<file path="src/logic/tcs_map.vh">
// Register map, field positions and codes of the timer status block.
// Assumes inclusion by bare name from every design file that needs it.
`ifndef TCS_MAP_VH
`define TCS_MAP_VH

// APB byte addresses
`define TCS_ADDR_W        12
`define TCS_OFF_CS0       12'h000
`define TCS_OFF_CS1       12'h004
`define TCS_OFF_IRQ_ST    12'h008
`define TCS_OFF_IRQ_MSK   12'h00c

// Control/status field positions
`define TCS_BIT_MB        3'h7
`define TCS_BIT_MA        3'h6
`define TCS_BIT_OV        3'h5
`define TCS_BIT_TRG       3'h4
`define TCS_BIT_RSV       3'h4

// Reset values
`define TCS_CS0_RST       8'h00
`define TCS_CS1_RST       8'h10
`define TCS_SEL_RST       4'h0
`define TCS_IRQ_RST       6'h00

// Output select codes
`define TCS_OS_KEEP       2'h0
`define TCS_OS_LOW        2'h1
`define TCS_OS_HIGH       2'h2
`define TCS_OS_TOGGLE     2'h3

// Counter wrap points
`define TCS_CNT_MAX       8'hff
`define TCS_CNT_MIN       8'h00

`endif

</file>
<file path="src/logic/tcs_flag.v">
// One sticky status flag cleared by read-as-one then write-zero.
// Assumes strobes are one-cycle pulses on pclk.
`timescale 1ns/1ps
module tcs_flag
(
	// Clock and reset
	input  wire pclk,
	input  wire presetn,
	// Events
	input  wire set_evt,
	input  wire rd_strobe,
	input  wire wr_strobe,
	input  wire wr_bit,
	// State
	output reg  flag_ff
);

	reg  armed_ff;
	wire clr;
	wire nxt_flag;
	wire nxt_armed;

	// Only a zero after a read of one clears; a one is ignored
	assign clr       = wr_strobe & ~wr_bit & armed_ff;
	assign nxt_flag  = set_evt | (flag_ff & ~clr);
	// Any write to the register drops the arm
	assign nxt_armed = wr_strobe ? 1'b0
		: (armed_ff | (rd_strobe & flag_ff));

	always @(posedge pclk or negedge presetn)
	begin
		if (!presetn)
		begin
			flag_ff  <= 1'b0;
			armed_ff <= 1'b0;
		end
		else
		begin
			flag_ff  <= nxt_flag;
			armed_ff <= nxt_armed;
		end
	end

endmodule // tcs_flag

</file>
<file path="src/logic/tcs_chan.v">
// Match/overflow detection and output pin control for one channel.
// Assumes counter and constants come from logic on pclk.
`timescale 1ns/1ps
`include "tcs_map.vh"
module tcs_chan
#(
	parameter CNT_W = 8
)
(
	// Clock and reset
	input  wire             pclk,
	input  wire             presetn,
	// Counter and constants
	input  wire [CNT_W-1:0] counter,
	input  wire [CNT_W-1:0] const_a,
	input  wire [CNT_W-1:0] const_b,
	// Output select, B in [3:2], A in [1:0]
	input  wire [3:0]       out_sel,
	// Events
	output wire             match_a_evt,
	output wire             match_b_evt,
	output wire             ovf_evt,
	// Pin
	output reg              timer_out_ff
);

	reg  [CNT_W-1:0] cnt_prev_ff;
	reg              eq_a_ff;
	reg              eq_b_ff;
	reg              nxt_out;
	wire             eq_a;
	wire             eq_b;

	assign eq_a = (counter == const_a);
	assign eq_b = (counter == const_b);
	// One event per arrival at the match, not per cycle spent there
	assign match_a_evt = eq_a & ~eq_a_ff;
	assign match_b_evt = eq_b & ~eq_b_ff;
	assign ovf_evt = (cnt_prev_ff == `TCS_CNT_MAX)
		& (counter == `TCS_CNT_MIN);

	function out_act;
		input [1:0] code;
		input       cur;
		begin
			case (code)
				`TCS_OS_LOW:    out_act = 1'b0;
				`TCS_OS_HIGH:   out_act = 1'b1;
				`TCS_OS_TOGGLE: out_act = ~cur;
				default:        out_act = cur;
			endcase
		end
	endfunction

	// A is applied after B, so on a joint match A acts on the value B produced
	always @*
	begin
		nxt_out = timer_out_ff;
		if (match_b_evt)
			nxt_out = out_act(out_sel[3:2], nxt_out);
		if (match_a_evt)
			nxt_out = out_act(out_sel[1:0], nxt_out);
	end

	always @(posedge pclk or negedge presetn)
	begin
		if (!presetn)
		begin
			cnt_prev_ff  <= `TCS_CNT_MIN;
			eq_a_ff      <= 1'b0;
			eq_b_ff      <= 1'b0;
			timer_out_ff <= 1'b0;
		end
		else
		begin
			cnt_prev_ff  <= counter;
			eq_a_ff      <= eq_a;
			eq_b_ff      <= eq_b;
			timer_out_ff <= nxt_out;
		end
	end

endmodule // tcs_chan

</file>
<file path="src/logic/tcs_top.v">
// Status flags and output control of two 8-bit timer channels, APB slave.
// Assumes counters and constant registers live elsewhere on pclk.
//
// What this block does
// - Channel 0 match B sets bit 7
// - Channel 0 match A sets bit 6
// - Channel 0 wrap to zero sets bit 5
// - Channel 1 match B sets its flag
// - Channel 1 match A sets its flag
// - Channel 1 wrap to zero sets its flag
// - Clear needs read of one, then zero
// - Writing one never sets a flag
// - Channel 0 bit 4 gates converter start on its match A
// - Channel 0 bits 3:2 steer pin on B
// - Channel 0 bits 1:0 steer pin on A
// - Channel 1 bits 3:2 steer pin on B
// - Channel 1 bits 1:0 steer pin on A
// - Channel 1 bit 4 reads one, ignores writes
`timescale 1ns/1ps
`include "tcs_map.vh"
module tcs_top
#(
	parameter CNT_W = 8
)
(
	// Clock and reset
	input  wire                   pclk,
	input  wire                   presetn,
	// APB slave
	input  wire                   psel,
	input  wire                   penable,
	input  wire                   pwrite,
	input  wire [`TCS_ADDR_W-1:0] paddr,
	input  wire [31:0]            pwdata,
	input  wire [3:0]             pstrb,
	output wire                   pready,
	output reg  [31:0]            prdata,
	output wire                   pslverr,
	// Channel 0 counter and constants
	input  wire [CNT_W-1:0]       counter_ch0,
	input  wire [CNT_W-1:0]       const_a_ch0,
	input  wire [CNT_W-1:0]       const_b_ch0,
	// Channel 1 counter and constants
	input  wire [CNT_W-1:0]       counter_ch1,
	input  wire [CNT_W-1:0]       const_a_ch1,
	input  wire [CNT_W-1:0]       const_b_ch1,
	// Pins
	output wire                   timer_out_pin_ch0,
	output wire                   timer_out_pin_ch1,
	// Converter start and interrupt
	output reg                    converter_start_req,
	output wire                   irq
);

	localparam NCH = 2;

	// Register state
	reg  [3:0]  sel_ch0_ff;
	reg  [3:0]  sel_ch1_ff;
	reg         converter_trigger_enable_ff;
	reg  [5:0]  irq_st_ff;
	reg  [5:0]  irq_msk_ff;
	reg  [31:0] rdata_ff;
	reg         addr_err_ff;
	reg  [31:0] nxt_rdata;

	// Bus phases
	wire        setup;
	wire        acc;
	wire        wr_acc;
	wire        rd_acc;
	wire        lane0;

	// Channel events, index 0 and 1
	wire [NCH-1:0] mb_evt;
	wire [NCH-1:0] ma_evt;
	wire [NCH-1:0] ov_evt;
	wire [NCH-1:0] mb_flag;
	wire [NCH-1:0] ma_flag;
	wire [NCH-1:0] ov_flag;
	wire [NCH-1:0] cs_rd;
	wire [NCH-1:0] cs_wr;
	wire [3:0]     sel_bus [0:NCH-1];
	wire [CNT_W-1:0] cnt_bus [0:NCH-1];
	wire [CNT_W-1:0] ca_bus  [0:NCH-1];
	wire [CNT_W-1:0] cb_bus  [0:NCH-1];
	wire [NCH-1:0] pin_bus;
	wire [5:0]     ev_vec;
	wire [7:0]     cs0_val;
	wire [7:0]     cs1_val;

	function hit;
		input [`TCS_ADDR_W-1:0] addr;
		input [`TCS_ADDR_W-1:0] off;
		begin
			hit = (addr == off);
		end
	endfunction

	function mapped;
		input [`TCS_ADDR_W-1:0] addr;
		begin
			mapped = hit(addr, `TCS_OFF_CS0)
				| hit(addr, `TCS_OFF_CS1)
				| hit(addr, `TCS_OFF_IRQ_ST)
				| hit(addr, `TCS_OFF_IRQ_MSK);
		end
	endfunction

	// Read data is captured in setup so the access phase needs no wait
	assign setup   = psel & ~penable;
	assign acc     = psel & penable;
	assign wr_acc  = acc & pwrite & ~addr_err_ff;
	assign rd_acc  = acc & ~pwrite & ~addr_err_ff;
	assign lane0   = pstrb[0];
	assign pready  = 1'b1;
	assign pslverr = acc & addr_err_ff;

	assign cs_wr[0] = wr_acc & lane0 & hit(paddr, `TCS_OFF_CS0);
	assign cs_wr[1] = wr_acc & lane0 & hit(paddr, `TCS_OFF_CS1);
	// The value software saw is the one latched at setup
	assign cs_rd[0] = rd_acc & hit(paddr, `TCS_OFF_CS0);
	assign cs_rd[1] = rd_acc & hit(paddr, `TCS_OFF_CS1);

	assign sel_bus[0] = sel_ch0_ff;
	assign sel_bus[1] = sel_ch1_ff;
	assign cnt_bus[0] = counter_ch0;
	assign cnt_bus[1] = counter_ch1;
	assign ca_bus[0]  = const_a_ch0;
	assign ca_bus[1]  = const_a_ch1;
	assign cb_bus[0]  = const_b_ch0;
	assign cb_bus[1]  = const_b_ch1;

	genvar g;
	generate
		for (g = 0; g < NCH; g = g + 1)
		begin : g_ch
			wire seen_mb;
			wire seen_ma;
			wire seen_ov;

			// Arm only on a one that software saw at setup; a flag
			// that rises between setup and access must not arm
			assign seen_mb = cs_rd[g] & rdata_ff[`TCS_BIT_MB];
			assign seen_ma = cs_rd[g] & rdata_ff[`TCS_BIT_MA];
			assign seen_ov = cs_rd[g] & rdata_ff[`TCS_BIT_OV];

			tcs_chan #(
				.CNT_W       (CNT_W)
			) u_chan (
				.pclk        (pclk),
				.presetn     (presetn),
				.counter     (cnt_bus[g]),
				.const_a     (ca_bus[g]),
				.const_b     (cb_bus[g]),
				.out_sel     (sel_bus[g]),
				.match_a_evt (ma_evt[g]),
				.match_b_evt (mb_evt[g]),
				.ovf_evt     (ov_evt[g]),
				.timer_out_ff(pin_bus[g])
			);

			tcs_flag u_mb (
				.pclk      (pclk),
				.presetn   (presetn),
				.set_evt   (mb_evt[g]),
				.rd_strobe (seen_mb),
				.wr_strobe (cs_wr[g]),
				.wr_bit    (pwdata[`TCS_BIT_MB]),
				.flag_ff   (mb_flag[g])
			);

			tcs_flag u_ma (
				.pclk      (pclk),
				.presetn   (presetn),
				.set_evt   (ma_evt[g]),
				.rd_strobe (seen_ma),
				.wr_strobe (cs_wr[g]),
				.wr_bit    (pwdata[`TCS_BIT_MA]),
				.flag_ff   (ma_flag[g])
			);

			tcs_flag u_ov (
				.pclk      (pclk),
				.presetn   (presetn),
				.set_evt   (ov_evt[g]),
				.rd_strobe (seen_ov),
				.wr_strobe (cs_wr[g]),
				.wr_bit    (pwdata[`TCS_BIT_OV]),
				.flag_ff   (ov_flag[g])
			);
		end
	endgenerate

	assign timer_out_pin_ch0 = pin_bus[0];
	assign timer_out_pin_ch1 = pin_bus[1];

	// Readback of the two control/status registers
	assign cs0_val = {mb_flag[0], ma_flag[0], ov_flag[0],
		converter_trigger_enable_ff, sel_ch0_ff};
	assign cs1_val = {mb_flag[1], ma_flag[1], ov_flag[1],
		1'b1, sel_ch1_ff};

	// Interrupt events: {ch1 B, A, ovf, ch0 B, A, ovf}
	assign ev_vec = {mb_evt[1], ma_evt[1], ov_evt[1],
		mb_evt[0], ma_evt[0], ov_evt[0]};
	assign irq = |(irq_st_ff & irq_msk_ff);

	always @*
	begin
		nxt_rdata = 32'h0000_0000;
		if (hit(paddr, `TCS_OFF_CS0))
			nxt_rdata[7:0] = cs0_val;
		else if (hit(paddr, `TCS_OFF_CS1))
			nxt_rdata[7:0] = cs1_val;
		else if (hit(paddr, `TCS_OFF_IRQ_ST))
			nxt_rdata[5:0] = irq_st_ff;
		else if (hit(paddr, `TCS_OFF_IRQ_MSK))
			nxt_rdata[5:0] = irq_msk_ff;
	end

	always @*
	begin
		prdata = rdata_ff;
	end

	// Bus capture
	always @(posedge pclk or negedge presetn)
	begin
		if (!presetn)
		begin
			rdata_ff    <= 32'h0000_0000;
			addr_err_ff <= 1'b0;
		end
		else if (setup)
		begin
			rdata_ff    <= pwrite ? 32'h0000_0000 : nxt_rdata;
			addr_err_ff <= ~mapped(paddr);
		end
	end

	// Control fields; reserved bit 4 of channel 1 has no storage
	always @(posedge pclk or negedge presetn)
	begin
		if (!presetn)
		begin
			sel_ch0_ff <= `TCS_SEL_RST;
			sel_ch1_ff <= `TCS_SEL_RST;
			converter_trigger_enable_ff <= 1'b0;
		end
		else
		begin
			if (cs_wr[0])
			begin
				sel_ch0_ff <= pwdata[3:0];
				converter_trigger_enable_ff <=
					pwdata[`TCS_BIT_TRG];
			end
			if (cs_wr[1])
				sel_ch1_ff <= pwdata[3:0];
		end
	end

	// Converter start is a one-cycle pulse per channel 0 match A
	always @(posedge pclk or negedge presetn)
	begin
		if (!presetn)
		begin
			converter_start_req <= 1'b0;
		end
		else
		begin
			converter_start_req <= ma_evt[0]
				& converter_trigger_enable_ff;
		end
	end

	// Interrupt status clears on read, a new event wins over the read
	always @(posedge pclk or negedge presetn)
	begin
		if (!presetn)
		begin
			irq_st_ff  <= `TCS_IRQ_RST;
			irq_msk_ff <= `TCS_IRQ_RST;
		end
		else
		begin
			if (rd_acc & hit(paddr, `TCS_OFF_IRQ_ST))
			begin
				irq_st_ff <= ev_vec;
			end
			else
			begin
				irq_st_ff <= irq_st_ff | ev_vec;
			end
			if (wr_acc & lane0 & hit(paddr, `TCS_OFF_IRQ_MSK))
			begin
				irq_msk_ff <= pwdata[5:0];
			end
		end
	end

endmodule // tcs_top

</file>
<file path="config.mk">
export PLATFORM = sky130hd
export DESIGN_NAME = tcs_top
export DESIGN_NICKNAME = d
export VERILOG_FILES = /design/src/logic/tcs_flag.v /design/src/logic/tcs_chan.v /design/src/logic/tcs_top.v
export VERILOG_INCLUDE_DIRS = /design/src /design/src/logic
export SDC_FILE = /design/constraint.sdc
export NUM_CORES = 1
export LEC_CHECK = 0
export BUFFER_PORTS_ARGS = -buffer_cell sky130_fd_sc_hd__buf_2
export CORE_MARGIN = 8
export CORE_UTILIZATION = 40
export DETAILED_ROUTE_END_ITERATION = 8
export PLACE_DENSITY = 0.69
export SKIP_LAST_GASP = 1
export SYNTH_ARGS = -nofsm -noshare
export SYNTH_HDL_FRONTEND = slang
export SYNTH_HIERARCHICAL = 1
export SYNTH_SLANG_ARGS = --single-unit
</file>
<file path="constraint.sdc">
create_clock -name pclk -period 1.8 [get_ports pclk]
set_clock_uncertainty 0.05 [all_clocks]
set_input_delay 0.36 -clock pclk [delete_from_list [all_inputs] [get_ports pclk]]
set_output_delay 0.36 -clock pclk [all_outputs]
set_load 0.01 [all_outputs]
</file>
== Word level (Yosys, flattened, before mapping) ==
Cells that the tools add are included.

* Multipliers: 0
* Reductions and logical operators: 4
* Add/sub/neg operators: 0
* Equality and inequality tests: 21
* Multiplexer cells: 21
* Divide/modulo/power cells: 0
* Shifts and indexed selects: 0
* $lt $le $gt $ge: 0
* Bitwise operators: 89

{| class="wikitable"
|+ Operators with widths
! cell !! count
|-
| $and 1x1->1 || 51
|-
| $eq 8x8->1 || 4
|-
| $eq 12x4->1 const B || 2
|-
| $mux 6 || 4
|-
| $not 1->1 || 21
|-
| $eq 2x2->1 const B || 8
|-
| $eq 8x8->1 const B || 2
|-
| $logic_not 8->1 || 2
|-
| $mux 8 || 2
|-
| $or 1x1->1 || 15
|-
| $eq 12x3->1 const B || 1
|-
| $logic_not 12->1 || 1
|-
| $pmux 1 s3 || 4
|-
| $mux 1 || 10
|-
| $eq 2x1->1 const B || 4
|-
| $and 6x6->6 || 1
|-
| $or 6x6->6 || 1
|-
| $reduce_or 6->1 || 1
|-
| $mux 2 || 1
|}

* Bits in registers: 89
* RAM bits: 0
* Memories: 0
* Word-level logic and storage cells: 163
* Input bits: 101
* Latch bits: 0
* Memory bits (read-only): 0

== Depth between registers and ports, before layout ==
Gate-level depths: netlist of run 1.

* Word-level depth: 10
* Gate-level depth with buffers: 7

== Cells and area by module ==
The synthesis of run 1 kept the hierarchy.

{| class="wikitable"
|+ Modules (own cells, without submodules)
! module !! instances !! cells an instance !! area each (sq um)
|-
| tcs_top || 1 || 151 || 1749.2
|-
| tcs_chan || 2 || 47 || 540.5
|-
| tcs_flag || 6 || 6 || 73.8
|}

== Worst setup path after synthesis of run 1 ==
No wires, ideal clock.

* Path type: input port to flip-flop
* Start point: input paddr[1]
* End point: register irq_st_ff[0]
* Stages: 5
* Slack: -50 ps
* Buffers on the path: 1
* Required time: 1632 ps
* Data arrival time: 1682 ps
* Cell sequence: nor4_4 > nand4b_4 > or4_4 > buf_6 > a21o_1

* Cells in the longest elaborated chain, start to end: 3

{| class="wikitable"
|+ RTL lines
! what !! line !! RTL
|-
| start, declared || tcs_top.v:33 || <nowiki>input wire [`TCS_ADDR_W-1:0] paddr,</nowiki>
|-
| $eq 12x4->1 || tcs_top.v:96 || <nowiki>hit = (addr == off);</nowiki>
|-
| $and 1x1->1 || tcs_top.v:288 || <nowiki>if (rd_acc & hit(paddr, `TCS_OFF_IRQ_ST))</nowiki>
|-
| $mux 6 || tcs_top.v:288 ||
|-
| end signal, assigned || tcs_top.v:283 || <nowiki>irq_st_ff <= `TCS_IRQ_RST;</nowiki>
|-
| end signal, assigned || tcs_top.v:290 || <nowiki>irq_st_ff <= ev_vec;</nowiki>
|-
| end signal, assigned || tcs_top.v:294 || <nowiki>irq_st_ff <= irq_st_ff | ev_vec;</nowiki>
|-
| end, declared || tcs_top.v:61 || <nowiki>reg [5:0] irq_st_ff;</nowiki>
|}

Every way passes these cells.
A chain may end at the register's enable or synchronous reset.

== Worst setup path in the final report of run 1 ==
* Start point: register irq_msk_ff[4]
* End point: output irq

* Cells in the longest elaborated chain, start to end: 2

{| class="wikitable"
|+ RTL lines
! what !! line !! RTL
|-
| start, declared || tcs_top.v:62 || <nowiki>reg [5:0] irq_msk_ff;</nowiki>
|-
| start signal, assigned || tcs_top.v:284 || <nowiki>irq_msk_ff <= `TCS_IRQ_RST;</nowiki>
|-
| start signal, assigned || tcs_top.v:298 || <nowiki>irq_msk_ff <= pwdata[5:0];</nowiki>
|-
| $and 6x6->6 || tcs_top.v:207 || <nowiki>assign irq = |(irq_st_ff & irq_msk_ff);</nowiki>
|-
| $reduce_or 6->1 || tcs_top.v:207 ||
|-
| end, declared || tcs_top.v:52 || <nowiki>output wire irq</nowiki>
|}

Every way passes these cells.

==> flow_metrics.env, run 1 <==
export IMPL_status="finished, final reports clean"
export IMPL_worstSetupPathType="register to output pin"
export IMPL_viasPerCell=4.88
export IMPL_grt_antenna_before_repair=0
export IMPL_diodes=0
export IMPL_dp_cells=483
export IMPL_post_cts_setup_buffer_count=0
export IMPL_die_h_um=106
export IMPL_start_util=0.404
export IMPL_overflow=0
export IMPL_yosysSeqAreaShare=0.497
export IMPL_yosys_area_share_simple=0.167
export IMPL_critPathMaxStageDelay_ns=0.41
export IMPL_cts_tree="yes"
export IMPL_synth_compound_area_frac=0.0608
export IMPL_h_tree_depth=3
export IMPL_io_pins=139
export IMPL_synth_cells=281
export IMPL_synth_xor_area_share=0.0856
export IMPL_rsz0062_at_grt="false"
export IMPL_place_area_um2=3860
export IMPL_cts_root_buf="clkbuf_8"
export IMPL_yosys_area_top_type="dfrtp_1"
export IMPL_arrival_ns=1.29
export IMPL_syn_avg_cell_area_um2=11.6
export IMPL_clk_latency_ns=0.34
export IMPL_crit_buf_inv=1
export IMPL_grt_pass1_vias=2614
export IMPL_synth_top_family_by_area="simple AND/OR/NAND/NOR gates"
export IMPL_critPathTopFamily="flip-flops"
export IMPL_place_hpwl_um=6280
export IMPL_drive_gt1_frac=0.380
export IMPL_fin_crit_ns=1.70
export IMPL_synth_fa_ha_area_frac=0
export IMPL_setup_viol=0
export IMPL_netlist_area_leader_share=0.497
export IMPL_grt_pass1_wl_um=12800
export IMPL_yosysWarnings=6
export IMPL_fin_nets=491
export IMPL_final_area_um2=4130
export IMPL_ys_types=36
export IMPL_cp_required_ns=1.39
export IMPL_wl_per_cell_um=15.6
export IMPL_dr_pass1_iters=4
export IMPL_start_kind="register"
export IMPL_first_iter_violations=89
export IMPL_drcViolationCount=0
export IMPL_cts_buffers=9
export IMPL_max_cap_viol_count=0
export IMPL_hold_violations=0
export IMPL_antenna_left=0
export IMPL_stdcell_count=500
export IMPL_endpoint_kind="output pin"
export IMPL_p_leak_nw=2.07
export IMPL_synthToLayoutAreaGrowth_pct=26.3
export IMPL_synth_mux_area_fraction=0.117
export IMPL_num_vias=2440
export IMPL_total_power_w=0.00358
export IMPL_yosys_top_cells_area="dfrtp_1, xnor2_1, mux2_2, buf_4, mux4_2"
export IMPL_crit_chain="a22oi_1, nand3_1, buf_2"
export IMPL_path_max_fanout=3
export IMPL_routed_wl_um=7820
export IMPL_fin_setup_tns_ns=0
export IMPL_ys_seq_elements=65
export IMPL_rows=33
export IMPL_cts_sinks=65
export IMPL_critPathSlowestCell="dfrtp_1"
export IMPL_irDropWorstVdd_uv=613
export IMPL_grt_start_max_net_pins=41
export IMPL_io_buffers=86
export IMPL_powerDensity_nw_per_um2=866
export IMPL_hold_class="primary input to register"
export IMPL_synth_cell_area_um2=3270
export IMPL_cts_resized=0
export IMPL_dieArea_um2=11300
export IMPL_place_gp_congestion=0.797
export IMPL_core_um2=8090
export IMPL_max_freq_ghz=0.588
export IMPL_grt_usage=0.142
export IMPL_clockBufferDepth=2
export IMPL_die_w_um=106
export IMPL_ctsHoldBuffers=1
export IMPL_path_clk_slew_ns=0.07
export IMPL_slew_viol_final=0
export IMPL_timing_final_crit_share=0.945
cells by family (layout without fill, tap and decap cells):
group,Yosys count,count (layout)
other cells,2,25
flops,65,65
compound gates,30,30
simple gates,88,88
buf+inv,34,125
mux,30,30
xor+xnor,32,32
cells in the mapped netlist (all sizes together):
library cell  instances
and3                  1
nand2                14
o31ai                 1
o22ai                 1
nor4                  8
conb                  2
nand4                14
mux4                  5
nand2b                6
nand4b                1
o21ai                 5
xnor2                32
buf                  27
nor2                 15
o41ai                 2
nand3b                7
mux2i                 8
nor3                  6
and3b                 1
a22oi                 3
or4                   1
clkbuf                4
or2                   2
inv                   3
nand3                 2
and2                  9
nor4bb                1
dfrtp                65
a21o                 12
a21oi                 6
mux2                 17
cells in the final DEF (no fill, tap or decap), types with 4 or more instances in the layout:
master	count
buf_2	86
dfrtp_1	65
xnor2_1	32
conb_1	25
buf_4	18
mux2_2	17
nor2_1	15
nand4_1	14
nand2_1	14
a21o_1	12
and2_1	9
clkbuf_8	9
mux2i_1	8
nand3b_1	7
nor4_1	6
nand2b_1	6
a21oi_1	6
mux4_2	5
o21ai_0	5
bufinv_16	4
nor3_1	4
layout make-up:
cell class	count	area [um^2]
clock buffer	9	124
clock inverter	7	141
fill	744	3960
inverter	3	11.3
multi-input combinational	205	1500
sequential	65	1630
tap	105	131
timing repair buffer	106	596
stage by stage:
stage / hold slack [ns] / worst slack, ns / utilization
after CTS: 0.127 / 0.0897 / 0.511
after global routing: 0.132 / 0.0602 / 0.511
after global placement: 0.202 / -0.134 / 0.477
final: 0.142 / 0.0989 / 0.511
after detailed placement: 0.202 / -0.174 / 0.477
after floorplan: 0.0144 / -0.0499 / -
final timing paths:
kind | start | to | slack (ns) | depth (start not counted)
worst max-delay path | irq_msk_ff[4]$_DFFE_PN0P_ | irq | 0.1 | 3
worst min-delay path | counter_ch1[1] | g_ch[1].u_chan/cnt_prev_ff[1]$_DFF_PN0_ | 0.14 | 1
worst max register to register | addr_err_ff$_DFFE_PN0P_ | sel_ch0_ff[3]$_DFFE_PN0P_ | 0.14 | 4
worst min register to register | prdata[2]$_DFFE_PN0P_ | prdata[2]$_DFFE_PN0P_ | 0.43 | 2
max in group asynchronous | presetn | g_ch[1].u_ov/flag_ff$_DFF_PN0_ | 0.80 | 3
min in group asynchronous | presetn | g_ch[1].u_chan/cnt_prev_ff[0]$_DFF_PN0_ | 0.38 | 2
layer usage:
| metal | vias to the layer above | global-route usage | share of wire |
|---|---|---|---|
| met3 | 14 | 0.0315 | 0.074 |
| met5 | - | 0 | 0 |
| li1 | 1168 | - | - |
| met4 | 0 | 0.0693 | 0.022 |
| met1 | 1168 | 0.178 | 0.44 |
| met2 | 90 | 0.226 | 0.47 |
power by group:
group,total [W],internal [W],leakage (nW),switching (W)
sequential,0.00157,0.00153,0.860,0.0000443
combinational,0.000373,0.000186,1.08,0.000187
clock,0.00164,0.00106,0.130,0.000574
total,0.00358,0.00277,2.07,0.000806
worst reg2reg max path, stage by stage, from the launching register on:
cell,delay [ns]
dfrtp_1,0.40
and3b_1,0.24
nand4_1,0.17
or2_1,0.38
mux2_2,0.32
sequential cells by signal (all words and copies together) (netlist names), 4 cells and up:
name                     count
g_ch.u_chan/cnt_prev_ff     16
prdata                       8
irq_msk_ff                   6
irq_st_ff                    6
sel_ch0_ff                   4
sel_ch1_ff                   4
Note: power is estimated with default switching activity, not from simulation.
==> run 2, diff against run 1 <==
CAP_MARGIN = 20   (was default)
PLACE_DENSITY = 0.75   (was 0.69)
==> run 2 against run 1 <==
- register-to-register slack about the same
- sequential share of layout area up 0.70 points
- sequential power about the same
- count of clock-buffer cells in the layout up 5
- non-clock buffer count down 2
- critical path depth unchanged
- largest cell class unchanged
==> flow_metrics.env, run 2 (synthesis results as in run 1) <==
export IMPL_powerDensity_nw_per_um2=788
export IMPL_rows=33
export IMPL_hold_class="primary input to register"
export IMPL_die_w_um=106
export IMPL_first_iter_violations=73
export IMPL_routed_wl_um=7430
export IMPL_p_leak_nw=2.04
export IMPL_dp_cells=481
export IMPL_final_area_um2=4060
export IMPL_worst_pin_slew_ns=0.584
export IMPL_dr_pass1_iters=4
export IMPL_wl_per_cell_um=14.9
export IMPL_place_hpwl_um=5950
export IMPL_hold_violations=0
export IMPL_grt_pass1_vias=2563
export IMPL_max_cap_viol_count=0
export IMPL_stdcell_count=498
export IMPL_grt_met2_usage=0.216
export IMPL_worstSetupPathType="register to output pin"
export IMPL_largest_reg_flops=16
export IMPL_die_h_um=106
export IMPL_regMostFlops="g_ch.u_chan/cnt_prev_ff"
export IMPL_rsz0062_at_grt="false"
export IMPL_cts_buffers=9
export IMPL_endpoint_kind="output pin"
export IMPL_seq_area_um2=1630
export IMPL_post_route_util=0.502
export IMPL_cp_required_ns=1.39
export IMPL_path_clk_slew_ns=0.06
export IMPL_cts_resized=0
export IMPL_timing_final_crit_share=0.921
export IMPL_path_max_fanout=3
export IMPL_start_util=0.404
export IMPL_arrival_ns=1.25
export IMPL_irDropWorstVdd_uv=342
export IMPL_core_um2=8090
export IMPL_slew_headroom=0.611
export IMPL_place_area_um2=3840
export IMPL_start_kind="register"
export IMPL_clockBufferDepth=2
export IMPL_viasPerCell=4.78
export IMPL_cts_tree="yes"
export IMPL_clk_latency_ns=0.33
export IMPL_num_vias=2380
export IMPL_drive_gt1_frac=0.372
export IMPL_worst_slack_ns=0.142
export IMPL_num_fill_cells=745
export IMPL_io_buffers=86
export IMPL_r2r_end="sel_ch0_ff[2]$_DFFE_PN0P_"
export IMPL_final_cell_mix="buf_2, dfrtp_1, xnor2_1, conb_1, mux2_2"
export IMPL_max_freq_ghz=0.603
export IMPL_pre_cts_ws_ns=-0.162
export IMPL_min_path_cells=1
export IMPL_fin_crit_ns=1.66
export IMPL_diodes=0
export IMPL_io_pins=139
export IMPL_antenna_left=0
export IMPL_fin_nets=489
export IMPL_grt_start_max_net_pins=46
export IMPL_h_tree_depth=3
export IMPL_hold_path_endpoint="g_ch[1].u_chan/cnt_prev_ff[0]$_DFF_PN0_"
export IMPL_setup_viol=0
export IMPL_dieArea_um2=11300
export IMPL_holdCritStartpoint="counter_ch1[0]"
export IMPL_status="finished, final reports clean"
export IMPL_grt_pass1_wl_um=12100
export IMPL_r2r_start="addr_err_ff$_DFFE_PN0P_"
export IMPL_use_met1=0.157
export IMPL_r2r_slack_ns=0.15
export IMPL_cts_root_buf="clkbuf_8"
export IMPL_synthToLayoutAreaGrowth_pct=24.0
export IMPL_cts_sinks=65
export IMPL_rr_worst_depth=4
export IMPL_grt_antenna_before_repair=0
export IMPL_overflow=0
export IMPL_multi_input_area_um2=1500
export IMPL_grt_busiest_layer="met2"
export IMPL_grt_usage=0.131
export IMPL_final_common_cell="buf_2"
export IMPL_slew_viol_final=0
export IMPL_place_gp_congestion=0.815
export IMPL_drcViolationCount=0
export IMPL_grt_met3_usage=0.0345
==> run 2: cell type report <==
type	count	share of cell area
clock buffers	14	0.0425
inverters	3	0.00277
flip-flops and latches	65	0.401
well taps	105	0.0324
clock inverters	2	0.00863
multi-input cells	205	0.370
repair buffers	104	0.143
==> run 2: critical path, cell delays in order, from the launching register on <==
cell and delay (ns):
dfrtp_1 0.41, a22oi_1 0.23, nand3_1 0.13, buf_2 0.16
==> run 2: worst max path at each step <==
stage | startpoint | to | slack, ns | depth (start not counted)
after floorplan | paddr[1] | irq_st_ff[0]$_DFF_PN0_ | -0.05 | 5
after global placement | paddr[1] | sel_ch0_ff[0]$_DFFE_PN0P_ | -0.14 | 5
after detailed placement | paddr[7] | sel_ch0_ff[2]$_DFFE_PN0P_ | -0.16 | 5
after CTS | irq_msk_ff[4]$_DFFE_PN0P_ | irq | 0.09 | 3
after global routing | addr_err_ff$_DFFE_PN0P_ | sel_ch0_ff[2]$_DFFE_PN0P_ | 0.05 | 4
final | irq_msk_ff[4]$_DFFE_PN0P_ | irq | 0.14 | 3
==> run 2: repair_timing <==
item | in CTS | in global routing
endpoints found under the hold margin | 20 | 0
hold buffers | 1 | 0
buffers inserted | 0 | 0
==> run 2: power by group <==
group	leakage (nW)	switching (W)	internal (W)
combinational	1.07	0.000186	0.000182
sequential	0.860	0.0000422	0.00153
clock	0.107	0.000507	0.000753
total	2.04	0.000736	0.00246
==> run 2: metrics by stage <==
stage | power, W | setup TNS (ns) | hold WS [ns]
floorplan | 0.00182 | -0.299 | 0.0144
global placement | 0.00195 | -2.66 | 0.277
detailed placement | 0.00196 | -2.85 | 0.280
CTS | 0.00323 | 0 | 0.141
global route | 0.00334 | 0 | 0.146
finish | 0.00320 | 0 | 0.159
==> run 2: routing by layer <==
layer  share of wire  up-vias  wire [um]
li1                -     1154          -
met1            0.44     1120       3260
met2            0.47       99       3480
met3           0.078        7        578
met4           0.016        0        116
met5               0        -          0
